===== src/bbcfg_pkg.sv =====
// Purpose: Constants and carrier types for the baseband config register bank.
// Assumes: Byte-wide registers on a plain strobe port, 25 MHz system clock.
// Notes: Offsets are byte addresses; reset values are zero.
// How it works
// Controller may set service bit 7 to resolve length ambiguity at top rate.
// Controller sets service bit 2 for common reference oscillator, others zero.
// Header length is high byte (15:8) joined with low byte (7:0).
// Assessment mode: energy, carrier-or-quality, energy AND that, energy OR that.
// Controller programs rate zero and test config before transmit tests.
// Test select zero gives alternating bits, one gives all-ones chips.
// Test enable zero is normal operation, one invokes selected test.
// Diversity off: antenna pin follows transmit antenna choice bit.
// Diversity on: antenna pin follows antenna of last valid header checksum.
// Freeze bit one holds gain control frozen during packet reception.
// Estimate clock runs during acquisition at zero, only after detect at one.
// Each equalizer enabled when its bit is zero, disabled when one.
// Demod ready after header checksum at zero, after frame delimiter at one.
// Slot diversity on stops antenna diversity for last half of slot.
// Acquire on both antennas at zero; single antenna per choice bit at one.
// Continuous bit runs receive clocks always, overriding estimate clock gating.
// Coupling bit zero selects DC, one selects AC converter inputs.
// Short preamble test mode uses long preamble length register.
// Raw assessment follows detectors; sampled updates once per 20 us slot.
// Three-bit field gives precursor value for impulse response estimate.
// Converters clocked internally at zero, from serial input pin at one.
// Each converter clock gated off when its disable bit is one.
// Every configuration register reads back the last value written.
package bbcfg_pkg;
   localparam int ADDR_W = 8;
   localparam int DATA_W = 8;
   localparam logic [7:0] OFS_TX_SERVICE_FIELD = 8'h0c;
   localparam logic [7:0] OFS_TX_LENGTH_HIGH = 8'h0e;
   localparam logic [7:0] OFS_TX_LENGTH_LOW = 8'h10;
   localparam logic [7:0] OFS_TX_CONFIG = 8'h12;
   localparam logic [7:0] OFS_RX_CONFIG = 8'h14;
   localparam logic [7:0] OFS_RX_TX_CONFIG = 8'h16;
   localparam logic [7:0] OFS_CONVERTER_CLOCK_TEST = 8'h18;
   localparam logic [7:0] RST_REG = 8'h00;
   // Timing of sampled assessment
   localparam int CLK_MHZ = 25;
   localparam int SLOT_NS = 20000;
   localparam int SAMPLE_LATE_NS = 18700;
   localparam int SAMPLE_EARLY_NS = 15800;
   localparam int SLOT_CYC = SLOT_NS * CLK_MHZ / 1000;
   localparam int SAMPLE_LATE_CYC = SAMPLE_LATE_NS * CLK_MHZ / 1000;
   localparam int SAMPLE_EARLY_CYC = SAMPLE_EARLY_NS * CLK_MHZ / 1000;
   localparam int SLOT_W = 10;
   // Assessment modes
   localparam logic [1:0] CCA_ENERGY = 2'h0;
   localparam logic [1:0] CCA_CSQ = 2'h1;
   localparam logic [1:0] CCA_AND = 2'h2;
   localparam logic [1:0] CCA_OR = 2'h3;

   // Detector inputs to channel assessment
   typedef struct packed {
      logic energy_threshold_flag;
      logic carrier_sense_primary;
      logic signal_quality_primary;
   } bbcfg_det_type;

   // Receive path controls
   typedef struct packed {
      logic agc_freeze;
      logic est_clk_en;
      logic isi_eq_en;
      logic ici_eq_en;
      logic ready_after_sfd;
      logic single_antenna;
      logic rx_clk_continuous;
      logic ac_coupling;
      logic [2:0] precursor;
   } bbcfg_rx_ctl_type;

   // Transmit path controls
   typedef struct packed {
      logic [15:0] hdr_length;
      logic [7:0] service;
      logic test_enable;
      logic test_all_ones;
      logic alt_bits;
      logic long_len_for_short;
   } bbcfg_tx_ctl_type;

   // Converter clock controls
   typedef struct packed {
      logic clk_from_serial;
      logic [6:0] clk_enable;
   } bbcfg_conv_ctl_type;
endpackage


===== src/bbcfg_regs.sv =====
// Purpose: Byte-wide baseband transmit and receive configuration registers.
// Assumes: Master issues one-cycle strobes; read data valid the cycle after.
// Notes: Unmapped reads return zero; unmapped writes are ignored.
module bbcfg_regs (
   // Clock and reset
   input wire logic i_clk_sys,
   input wire logic i_rst_n,
   // Register port
   input wire logic [bbcfg_pkg::ADDR_W-1:0] i_addr,
   input wire logic [bbcfg_pkg::DATA_W-1:0] i_wdata,
   input wire logic i_wr,
   input wire logic i_rd,
   output logic [bbcfg_pkg::DATA_W-1:0] o_rdata,
   // Receive status from the demodulator
   input wire logic i_hdr_crc_ok,
   input wire logic i_hdr_crc_antenna,
   input wire logic i_sfd_found,
   input wire logic i_slot_start,
   input wire logic i_slot_second_half,
   input wire logic i_diversity_antenna,
   input wire bbcfg_pkg::bbcfg_det_type i_det,
   // Pins
   input wire logic i_serial_in_pin,
   output logic o_antenna_select_pin,
   output logic o_demod_ready_out,
   output logic o_cca,
   output logic o_conv_clk_src,
   // Datapath controls
   output bbcfg_pkg::bbcfg_tx_ctl_type o_tx_ctl,
   output bbcfg_pkg::bbcfg_rx_ctl_type o_rx_ctl,
   output bbcfg_pkg::bbcfg_conv_ctl_type o_conv_ctl,
   output logic o_diversity_active
);
   import bbcfg_pkg::*;

   logic [7:0] tx_service_field;
   logic [7:0] tx_length_high;
   logic [7:0] tx_length_low;
   logic [7:0] tx_config;
   logic [7:0] rx_config;
   logic [7:0] rx_tx_config;
   logic [7:0] converter_clock_test;
   logic [7:0] next_rdata;
   logic last_crc_antenna;
   logic serial_meta;
   logic serial_sync;
   logic hdr_seen;
   logic tx_div_en;
   logic rx_div_allowed;

   // Register writes; the bank latches any value so software can read it back
   always_ff @(posedge i_clk_sys) begin
      if (!i_rst_n) begin
         tx_service_field <= RST_REG;
         tx_length_high <= RST_REG;
         tx_length_low <= RST_REG;
         tx_config <= RST_REG;
         rx_config <= RST_REG;
         rx_tx_config <= RST_REG;
         converter_clock_test <= RST_REG;
      end else if (i_wr) begin
         unique case (i_addr)
            OFS_TX_SERVICE_FIELD: tx_service_field <= i_wdata;
            OFS_TX_LENGTH_HIGH: tx_length_high <= i_wdata;
            OFS_TX_LENGTH_LOW: tx_length_low <= i_wdata;
            OFS_TX_CONFIG: tx_config <= i_wdata;
            OFS_RX_CONFIG: rx_config <= i_wdata;
            OFS_RX_TX_CONFIG: rx_tx_config <= i_wdata;
            OFS_CONVERTER_CLOCK_TEST: converter_clock_test <= i_wdata;
            default: ;
         endcase
      end
   end

   // Readback decode
   always_comb begin
      unique case (i_addr)
         OFS_TX_SERVICE_FIELD: next_rdata = tx_service_field;
         OFS_TX_LENGTH_HIGH: next_rdata = tx_length_high;
         OFS_TX_LENGTH_LOW: next_rdata = tx_length_low;
         OFS_TX_CONFIG: next_rdata = tx_config;
         OFS_RX_CONFIG: next_rdata = rx_config;
         OFS_RX_TX_CONFIG: next_rdata = rx_tx_config;
         OFS_CONVERTER_CLOCK_TEST: next_rdata = converter_clock_test;
         default: next_rdata = 8'h00;
      endcase
   end

   // Read data stands only in the cycle after the strobe
   always_ff @(posedge i_clk_sys) begin
      if (!i_rst_n || !i_rd) begin
         o_rdata <= 8'h00;
      end else begin
         o_rdata <= next_rdata;
      end
   end

   // Service byte passed as written; controller owns bit meanings
   // Header length join
   always_ff @(posedge i_clk_sys) begin
      if (!i_rst_n) begin
         o_tx_ctl <= '0;
      end else begin
         o_tx_ctl.hdr_length <= {tx_length_high, tx_length_low};
         o_tx_ctl.service <= tx_service_field;
         // Test enable
         o_tx_ctl.test_enable <= tx_config[3];
         // Test pattern select
         o_tx_ctl.test_all_ones <= tx_config[3] & tx_config[4];
         o_tx_ctl.alt_bits <= tx_config[3] & ~tx_config[4];
         // Long length in short test
         o_tx_ctl.long_len_for_short <= rx_tx_config[4];
      end
   end

   // Receive controls, all inverted-sense bits turned into positive enables
   always_ff @(posedge i_clk_sys) begin
      if (!i_rst_n) begin
         o_rx_ctl <= '0;
      end else begin
         // Gain freeze
         o_rx_ctl.agc_freeze <= rx_config[7];
         // Estimate clock gating
         // Continuous clocks override
         o_rx_ctl.est_clk_en <= rx_tx_config[7] | ~rx_config[6] | hdr_seen;
         // Equalizer enables
         o_rx_ctl.isi_eq_en <= ~rx_config[5];
         o_rx_ctl.ici_eq_en <= ~rx_config[4];
         o_rx_ctl.ready_after_sfd <= rx_config[3];
         o_rx_ctl.single_antenna <= rx_config[0];
         o_rx_ctl.rx_clk_continuous <= rx_tx_config[7];
         // Input coupling
         o_rx_ctl.ac_coupling <= rx_tx_config[6];
         // Precursor field
         o_rx_ctl.precursor <= rx_tx_config[2:0];
      end
   end

   // Detection marker; stays until slot restart so gating holds through the packet
   // A delimiter in the restart cycle wins, so a detect is never lost
   always_ff @(posedge i_clk_sys) begin
      if (!i_rst_n) begin
         hdr_seen <= 1'b0;
      end else if (i_sfd_found) begin
         hdr_seen <= 1'b1;
      end else if (i_slot_start) begin
         hdr_seen <= 1'b0;
      end
   end

   // Demod ready timing; pulse from the chosen event
   always_ff @(posedge i_clk_sys) begin
      if (!i_rst_n) begin
         o_demod_ready_out <= 1'b0;
      end else begin
         o_demod_ready_out <= rx_config[3] ? i_sfd_found : i_hdr_crc_ok;
      end
   end

   // Remember antenna of last good header checksum
   always_ff @(posedge i_clk_sys) begin
      if (!i_rst_n) begin
         last_crc_antenna <= 1'b0;
      end else if (i_hdr_crc_ok) begin
         last_crc_antenna <= i_hdr_crc_antenna;
      end
   end

   assign tx_div_en = tx_config[1];
   // Slot diversity cut
   assign rx_div_allowed = ~rx_config[0] & ~(rx_config[2] & i_slot_second_half);

   // Antenna pin: transmit choice in test mode or while slot diversity is cut, receive choice otherwise
   always_ff @(posedge i_clk_sys) begin
      if (!i_rst_n) begin
         o_antenna_select_pin <= 1'b0;
         o_diversity_active <= 1'b0;
      end else begin
         o_diversity_active <= rx_div_allowed;
         if (tx_config[3]) begin
            // Fixed transmit antenna
            // Diversity transmit antenna
            o_antenna_select_pin <= tx_div_en ? last_crc_antenna : tx_config[2];
         end else if (rx_config[0]) begin
            // Single antenna acquire
            o_antenna_select_pin <= rx_config[1];
         end else if (rx_div_allowed) begin
            // Dual antenna acquire
            o_antenna_select_pin <= i_diversity_antenna;
         end else begin
            o_antenna_select_pin <= tx_div_en ? last_crc_antenna : tx_config[2];
         end
      end
   end

   // Serial pin is asynchronous; two stages before use
   always_ff @(posedge i_clk_sys) begin
      if (!i_rst_n) begin
         serial_meta <= 1'b0;
         serial_sync <= 1'b0;
      end else begin
         serial_meta <= i_serial_in_pin;
         serial_sync <= serial_meta;
      end
   end

   // Converter clock source
   // Converter clock gates
   always_ff @(posedge i_clk_sys) begin
      if (!i_rst_n) begin
         o_conv_ctl <= '0;
         o_conv_clk_src <= 1'b0;
      end else begin
         o_conv_ctl.clk_from_serial <= converter_clock_test[7];
         o_conv_ctl.clk_enable <= ~converter_clock_test[6:0];
         o_conv_clk_src <= converter_clock_test[7] ? serial_sync : 1'b0;
      end
   end

   // Channel assessment engine
   bbcfg_cca u_cca (
      .i_clk_sys(i_clk_sys),
      .i_rst_n(i_rst_n),
      .i_mode(tx_config[6:5]),
      .i_sampled(rx_tx_config[3]),
      .i_early(tx_config[7]),
      .i_slot_start(i_slot_start),
      .i_det(i_det),
      .o_cca(o_cca)
   );
endmodule


===== src/bbcfg_cca.sv =====
// Purpose: Clear channel assessment combiner, raw or slot-sampled.
// Assumes: Detector levels already synchronised to i_clk_sys.
// Notes: Sampled mode latches once per 20 us slot at the chosen sample time.
module bbcfg_cca (
   // Clock and reset
   input wire logic i_clk_sys,
   input wire logic i_rst_n,
   // Configuration
   input wire logic [1:0] i_mode,
   input wire logic i_sampled,
   input wire logic i_early,
   input wire logic i_slot_start,
   // Detectors
   input wire bbcfg_pkg::bbcfg_det_type i_det,
   // Result
   output logic o_cca
);
   import bbcfg_pkg::*;

   logic raw;
   logic csq;
   logic held;
   logic [SLOT_W-1:0] slot_cnt;
   logic [SLOT_W-1:0] sample_at;

   // Mode combine
   always_comb begin
      csq = i_det.carrier_sense_primary | i_det.signal_quality_primary;
      unique case (i_mode)
         CCA_ENERGY: raw = i_det.energy_threshold_flag;
         CCA_CSQ: raw = csq;
         CCA_AND: raw = i_det.energy_threshold_flag & csq;
         CCA_OR: raw = i_det.energy_threshold_flag | csq;
      endcase
   end

   // Slot counter restarts on the slot boundary pulse so slots stay aligned
   always_ff @(posedge i_clk_sys) begin
      if (!i_rst_n || i_slot_start || slot_cnt == SLOT_W'(SLOT_CYC - 1)) begin
         slot_cnt <= '0;
      end else begin
         slot_cnt <= slot_cnt + 1'b1;
      end
   end

   assign sample_at = i_early ? SLOT_W'(SAMPLE_EARLY_CYC) : SLOT_W'(SAMPLE_LATE_CYC);

   // Slot sampling
   always_ff @(posedge i_clk_sys) begin
      if (!i_rst_n) begin
         held <= 1'b0;
      end else if (slot_cnt == sample_at) begin
         held <= raw;
      end
   end

   // Raw or sampled
   always_ff @(posedge i_clk_sys) begin
      if (!i_rst_n) begin
         o_cca <= 1'b0;
      end else begin
         o_cca <= i_sampled ? held : raw;
      end
   end
endmodule


===== config.mk =====
export PLATFORM = sky130hd
export DESIGN_NAME = bbcfg_regs
export DESIGN_NICKNAME = d
export VERILOG_FILES = /design/src/bbcfg_pkg.sv /design/src/bbcfg_regs.sv /design/src/bbcfg_cca.sv
export SDC_FILE = /design/constraint.sdc
export NUM_CORES = 1
export LEC_CHECK = 0
export ABC_AREA = 1
export ABC_CLOCK_PERIOD_IN_PS = 3900
export BUFFER_PORTS_ARGS = -buffer_cell sky130_fd_sc_hd__buf_2
export CAP_MARGIN = 20
export CORE_MARGIN = 8
export CORE_UTILIZATION = 59
export CTS_BUF_LIST = sky130_fd_sc_hd__clkbuf_8
export DETAILED_ROUTE_END_ITERATION = 6
export PLACE_DENSITY = 0.81
export SLEW_MARGIN = 25
export SYNTH_ARGS = -nofsm -noshare
export SYNTH_HDL_FRONTEND = slang
export SYNTH_SLANG_ARGS = --single-unit
export TNS_END_PERCENT = 1

===== constraint.sdc =====
create_clock -name i_clk_sys -period 3.9 [get_ports i_clk_sys]
set_input_delay 0.975 -clock i_clk_sys [delete_from_list [all_inputs] [get_ports i_clk_sys]]
set_output_delay 0.975 -clock i_clk_sys [all_outputs]
set_load 0.005 [all_outputs]

# [Word level (Yosys, flattened, before mapping)]
# Index checks and enable logic that the tools add are counted.
[totals] out_inout_bits=60 regBits=131 wordCells=91 inputBits=30
[op_classes] reduce_logical=15 addsub=1 n_mux=11 bitwise=16 n_eq_ne=12
[op_table] operator="$pmux 8 s7" n=1
[op_table] operator="$eq 8x5->1 const B" n=5
[op_table] operator="$eq 8x4->1 const B" n=2
[op_table] operator="$reduce_and 2->1" n=8
[op_table] operator="$add 10x1->10 const B" n=1
[op_table] operator="$eq 10x10->1" n=1
[op_table] operator="$eq 10x9->1 const B" n=1
[op_table] operator="$mux 1" n=8
[op_table] operator="$mux 7" n=1
[op_table] operator="$not 7->7" n=1
[op_table] operator="$not 1->1" n=6
[op_table] operator="$and 1x1->1" n=5
[op_table] operator="$eq 2x2->1 const B" n=2
[op_table] operator="$or 1x1->1" n=4
[op_table] operator="$pmux 1 s4" n=1
[op_table] operator="$logic_or 1x1->1" n=3
[op_table] operator="$eq 2x1->1 const B" n=1
[op_table] operator="$logic_not 1->1" n=2
[op_table] operator="$logic_not 2->1" n=1
[op_table] operator="$reduce_bool 2->1" n=1

# [Longest topological paths before layout]
[logic_depth] word_depth=6 depth_mapped=9 depth_no_buf=8

# [Hierarchy]
# A second synthesis with hierarchy kept.
[hier_totals] cells_unflattened=649 hier_area_um2=5032.3
[modules_own_cells] mod="bbcfg_regs" area_per_inst_um2=4419.2 cells_per_inst=559 seq_area_each_um2=2382.3 instances=1
[modules_own_cells] mod="bbcfg_cca" area_per_inst_um2=613.1 cells_per_inst=90 seq_area_each_um2=240.2 instances=1

# [Worst setup path after synthesis]
# OpenSTA, ideal clock, no wires.
[synth_timing] kind="input port to flip-flop" start="input i_addr[3] in the netlist's numbering" end="register rx_config[6]" setup_time_ns=0.119 arrival_time_ns=1.836 setup_slack_ns=1.945 required_time_ns=3.781 n_path_buf=1 stages=7 path_cell_list="inv_1 > nand2_1 > nor2_4 > nand3_2 > buf_2 > o21ai_0 > a21oi_1"
[synth_between] elab_chain_len=2
[synth_lines] item="start: declaration" line="bbcfg_regs.sv:9" text="input wire logic [bbcfg_pkg::ADDR_W-1:0] i_addr,"
[synth_lines] item="$eq 8x5->1" line="bbcfg_regs.sv:62" text="unique case (i_addr)"
[synth_lines] item="$reduce_and 2->1 (no line)"
[synth_lines] item="end signal: assignment" line="bbcfg_regs.sv:67" text="OFS_RX_CONFIG: rx_config <= i_wdata;"
[synth_lines] item="end: declaration" line="bbcfg_regs.sv:40" text="logic [7:0] rx_config;"
# Every way passes these cells.
# A chain may end at the register's enable or synchronous reset.

# [Final worst setup path]
[layout_timing] start="input i_addr[6] in the netlist's numbering" end="register tx_service_field[3]"
[layout_between] elab_chain_len=2
[layout_lines] item="$eq 8x4->1" line="bbcfg_regs.sv:62"
[layout_lines] item="$reduce_and 2->1 (no line)"
[layout_lines] item="end signal: assignment" line="bbcfg_regs.sv:63" text="OFS_TX_SERVICE_FIELD: tx_service_field <= i_wdata;"
[layout_lines] item="end: declaration" line="bbcfg_regs.sv:36" text="logic [7:0] tx_service_field;"
# Every way passes these cells.

==> impl_metrics.py <==
metrics = {
    "cts": {
        "post_cts_resize_count": 0,
        "htree_levels": 4,
        "post_cts.repair.setup_buffers": 0,
        "cts.sinks": 131,
        "clkLatencyLatePin_ns": 0.42,
        "cts-hold-fix-buffers": 0,
        "cts_tree": "built",
        "tritoncts.num_buffers": 17,
        "cts.root.buffer_cell": "sky130_fd_sc_hd__clkbuf_8",
        "cts.path.max_buffers": 2,
        "clk_transition_reported_paths_ns": 0.07,
    },
    "timing": {
        "grt_setup_unrepaired": "false",
        "max_freq_ghz": 0.439,
        "period_share_pct": 58.4,
        "timing.clock.skew_ns": 0.00376,
        "worstMarginPinSlew_ns": 0.558,
        "timing.final.hold_violations": 0,
        "slew-limit-headroom_pct": 62.8,
        "fin_tns_setup_ns": 0,
        "final.min_clock_period_ns": 2.28,
        "timing.final.setup_violations": 0,
        "slew_violations": 0,
        "final.setup.worst_slack_ns": 1.62,
    },
    "cells_and_area": {
        "areaGrowthSynthToFinish_pct": 17.5,
        "nets": 756,
        "antenna_cells": 0,
        "mostFrequentLayoutCells": "sky130_fd_sc_hd__dfxtp_1 (131), sky130_fd_sc_hd__inv_1 (110), sky130_fd_sc_hd__nand2_1 (91)",
        "post_route_cells_drive_above_1_share_pct": 19.2,
        "final_util_pct": 71.2,
        "mostFrequentLayoutCell": "sky130_fd_sc_hd__dfxtp_1",
    },
    "setup_path": {
        "timing.critical_path.mode_cell": "sky130_fd_sc_hd__inv_1",
        "cp_max_fo": 14,
        "critPathArrivalTime_ns": 2.62,
        "worstSetupStartpointType": "input port",
        "critPathMaxStageDelay_ns": 0.47,
        "ordered_cell_list_for_the_critical_path": "buf_2 -> inv_1 -> nand2_2 -> nor2_2 -> nand3_1 -> inv_1 -> o21ai_0 -> a21oi_1",
        "crit_path_top_delay_cell": "sky130_fd_sc_hd__nor2_2",
        "ff2ff_setup_slack_ns": 2.56,
        "crit_required_ns": 4.24,
        "r2r_start": "u_cca.slot_cnt[4]$_SDFF_PP0_",
        "r2r_cells": 5,
        "regToRegEndpoint": "u_cca.slot_cnt[7]$_SDFF_PP0_",
        "crit_type": "input port to flip-flop",
        "endpoint_kind": "flip-flop",
    },
    "min_path": {
        "worstHoldEndpoint": "serial_sync$_SDFF_PN0_",
        "worstHoldPathType": "flip-flop to flip-flop",
        "min-delay-start": "serial_meta$_SDFF_PN0_",
        "hold-path-cell-count": 2,
    },
    "global_routing": {
        "number_of_antenna_violations_at_the_first_check_in_global_routing": 0,
        "maximum_number_of_pins_on_one_net_before_global_route_repair": 44,
        "vias_in_the_first_global_route": 4275,
        "grtUsageTotal_pct": 22.6,
        "grt_first_pass_wirelength_um": 20600,
        "grt_overflow": 0,
    },
    "floorplanning": {
        "die-area_mm2": 0.0116,
        "dieHeight_um": 108,
        "rows": 33,
        "io_pins": 90,
        "die_w_um": 108,
        "start_util_pct": 60.6,
        "coreArea_mm2": 0.00818,
    },
    "synthesis": {
        "ys_seq_area_share_pct": 53.0,
        "number_of_register_bits_inferred_by_synthesis": 131,
        "synth_largest_area_cell": "sky130_fd_sc_hd__dfxtp_1",
        "yosysTopAreaCellShare_pct": 53.0,
        "synth_cells": 639,
        "postSynthNetCount": 670,
        "syn-cell-area_mm2": 0.00495,
        "synth-warning-count": 0,
        "synth_area_leaders": "sky130_fd_sc_hd__dfxtp_1 (53%), sky130_fd_sc_hd__inv_1 (8.3%), sky130_fd_sc_hd__nand2_1 (6.9%)",
        "yosysUniqueCellTypes": 28,
        "syn_area_per_cell_um2": 7.75,
    },
    "pwr": {
        "power.ir.vdd_worst_uv": 244,
        "p_leak_nw": 2.84,
        "power_density_mw_per_mm2": 446,
    },
    "placed_design": {
        "gp_routability_congestion": 0.936,
        "place.port_buffers": 89,
        "hpwlAfterDp_um": 8990,
        "preCtsSetupSlack_ns": 1.27,
    },
    "detailed_routing": {
        "wl_per_cell_um": 15.3,
        "detailroute.wirelength.met3_um": 977,
        "dr.max_layer_used": "met4",
        "met2_wirelength_um": 6100,
        "drt-vias-per-instance": 5.26,
        "detail_route.iter0.violations": 286,
        "num_vias": 4412,
        "detail_route.first_pass.iterations": 5,
        "detail_route.wirelength_um": 12800,
        "drc_violation_count_after_routing": 0,
        "postRouteAntennaNets": 0,
        "wirelength_met1_um": 5340,
    },
    "status": {
        "outcome": "completed",
    },
    "job": {
        "max-cap-violations": 0,
    },
}
## cells in the mapped netlist
| master | count |
|---|---|
| sky130_fd_sc_hd__o21ai_0 | 57 |
| sky130_fd_sc_hd__clkbuf_1 | 7 |
| sky130_fd_sc_hd__or2_2 | 1 |
| sky130_fd_sc_hd__dfxtp_1 | 131 |
| sky130_fd_sc_hd__nor3_1 | 3 |
| sky130_fd_sc_hd__nand2_2 | 4 |
| sky130_fd_sc_hd__o22ai_1 | 2 |
| sky130_fd_sc_hd__nor4_1 | 1 |
| sky130_fd_sc_hd__nand4_1 | 1 |
| sky130_fd_sc_hd__xor2_1 | 5 |
| sky130_fd_sc_hd__nand3_2 | 5 |
| sky130_fd_sc_hd__nor2_8 | 1 |
| sky130_fd_sc_hd__inv_1 | 110 |
| sky130_fd_sc_hd__o31ai_1 | 1 |
| sky130_fd_sc_hd__o21ai_1 | 4 |
| sky130_fd_sc_hd__ha_1 | 1 |
| sky130_fd_sc_hd__o211ai_1 | 1 |
| sky130_fd_sc_hd__nor2_4 | 6 |
| sky130_fd_sc_hd__buf_1 | 4 |
| sky130_fd_sc_hd__nor2_1 | 64 |
| sky130_fd_sc_hd__a22o_1 | 1 |
| sky130_fd_sc_hd__nor2_2 | 2 |
| sky130_fd_sc_hd__buf_4 | 4 |
| sky130_fd_sc_hd__nand3_1 | 55 |
| sky130_fd_sc_hd__inv_2 | 3 |
| sky130_fd_sc_hd__a21oi_1 | 65 |
| sky130_fd_sc_hd__buf_2 | 9 |
| sky130_fd_sc_hd__nand2_1 | 91 |
## worst max-delay path, delay by kind of cell
kind / cells / cell delay [ns]
AND/OR/NAND/NOR: 3 / 0.96
buffers and inverters: 3 / 0.41
AO/OA/AOI/OAI: 2 / 0.27
## per-layer routing
metal / vias up / global-route usage (%)
li1: 2171 / -
met5: - / 0
met3: 37 / 6.29
met4: 0 / 12.4
met1: 2024 / 26.8
met2: 180 / 36.2
## kinds of logic after synthesis
kind of cell / count (synthesis) / synth area share, %
flops: 131 / 53.0
buf+inv: 137 / 10.9
simple gates: 234 / 21.5
xor+xnor: 5 / 0.884
fa+ha+maj: 1 / 0.253
compound gates: 131 / 13.5
## worst max path at each step
stage | slack (ns) | endpoint | startpoint
2_1_floorplan | 1.95 | rx_config[6]$_SDFFE_PN0P_ | i_addr[3]
3_3_place_gp | 1.37 | tx_service_field[3]$_SDFFE_PN0P_ | i_addr[6]
3_5_place_dp | 1.27 | tx_service_field[7]$_SDFFE_PN0P_ | i_addr[7]
4_1_cts | 1.66 | tx_service_field[3]$_SDFFE_PN0P_ | i_addr[7]
5_1_grt | 1.41 | tx_service_field[7]$_SDFFE_PN0P_ | i_addr[7]
6_report | 1.62 | tx_service_field[3]$_SDFFE_PN0P_ | i_addr[6]
## registers in the layout (all words and copies together) (netlist names), 8 cells and up
name and count:
converter_clock_test 8, o_rdata 8, rx_config 8, tx_service_field 8
o_conv_ctl 8, tx_length_high 8, tx_config 8, tx_length_low 8
u_cca.slot_cnt 10, o_tx_ctl 28, rx_tx_config 8, o_rx_ctl 11
## where the power goes
group	internal (W)	leakage [nW]	switching [W]
Combinational	0.0000331	1.57	0.0000784
Clock	0.000654	0.205	0.000473
Sequential	0.00135	1.06	0.00000495
Total	0.00204	2.84	0.000556
## cell type report
type	count	area, um^2
flip-flops and latches	131	2620
fillers	655	2360
multi-input cells	371	1790
repair buffers	91	460
inverters	113	424
clock buffers	23	317
well taps	105	131
clock inverters	5	75.1
## per-stage QoR
| stage | instances | hold WS, ns | area (um^2) | power (W) |
|---|---|---|---|---|
| floorplan | 639 | 0.390 | 4950 | 0.00144 |
| global placement | 811 | 0.402 | 5430 | 0.00149 |
| detailed placement | 811 | 0.408 | 5430 | 0.00150 |
| CTS | 839 | 0.427 | 5820 | 0.00261 |
| global route | 839 | 0.449 | 5820 | 0.00268 |
| finish | 839 | 0.426 | 5820 | 0.00259 |
(Power assumes the default switching activity.)
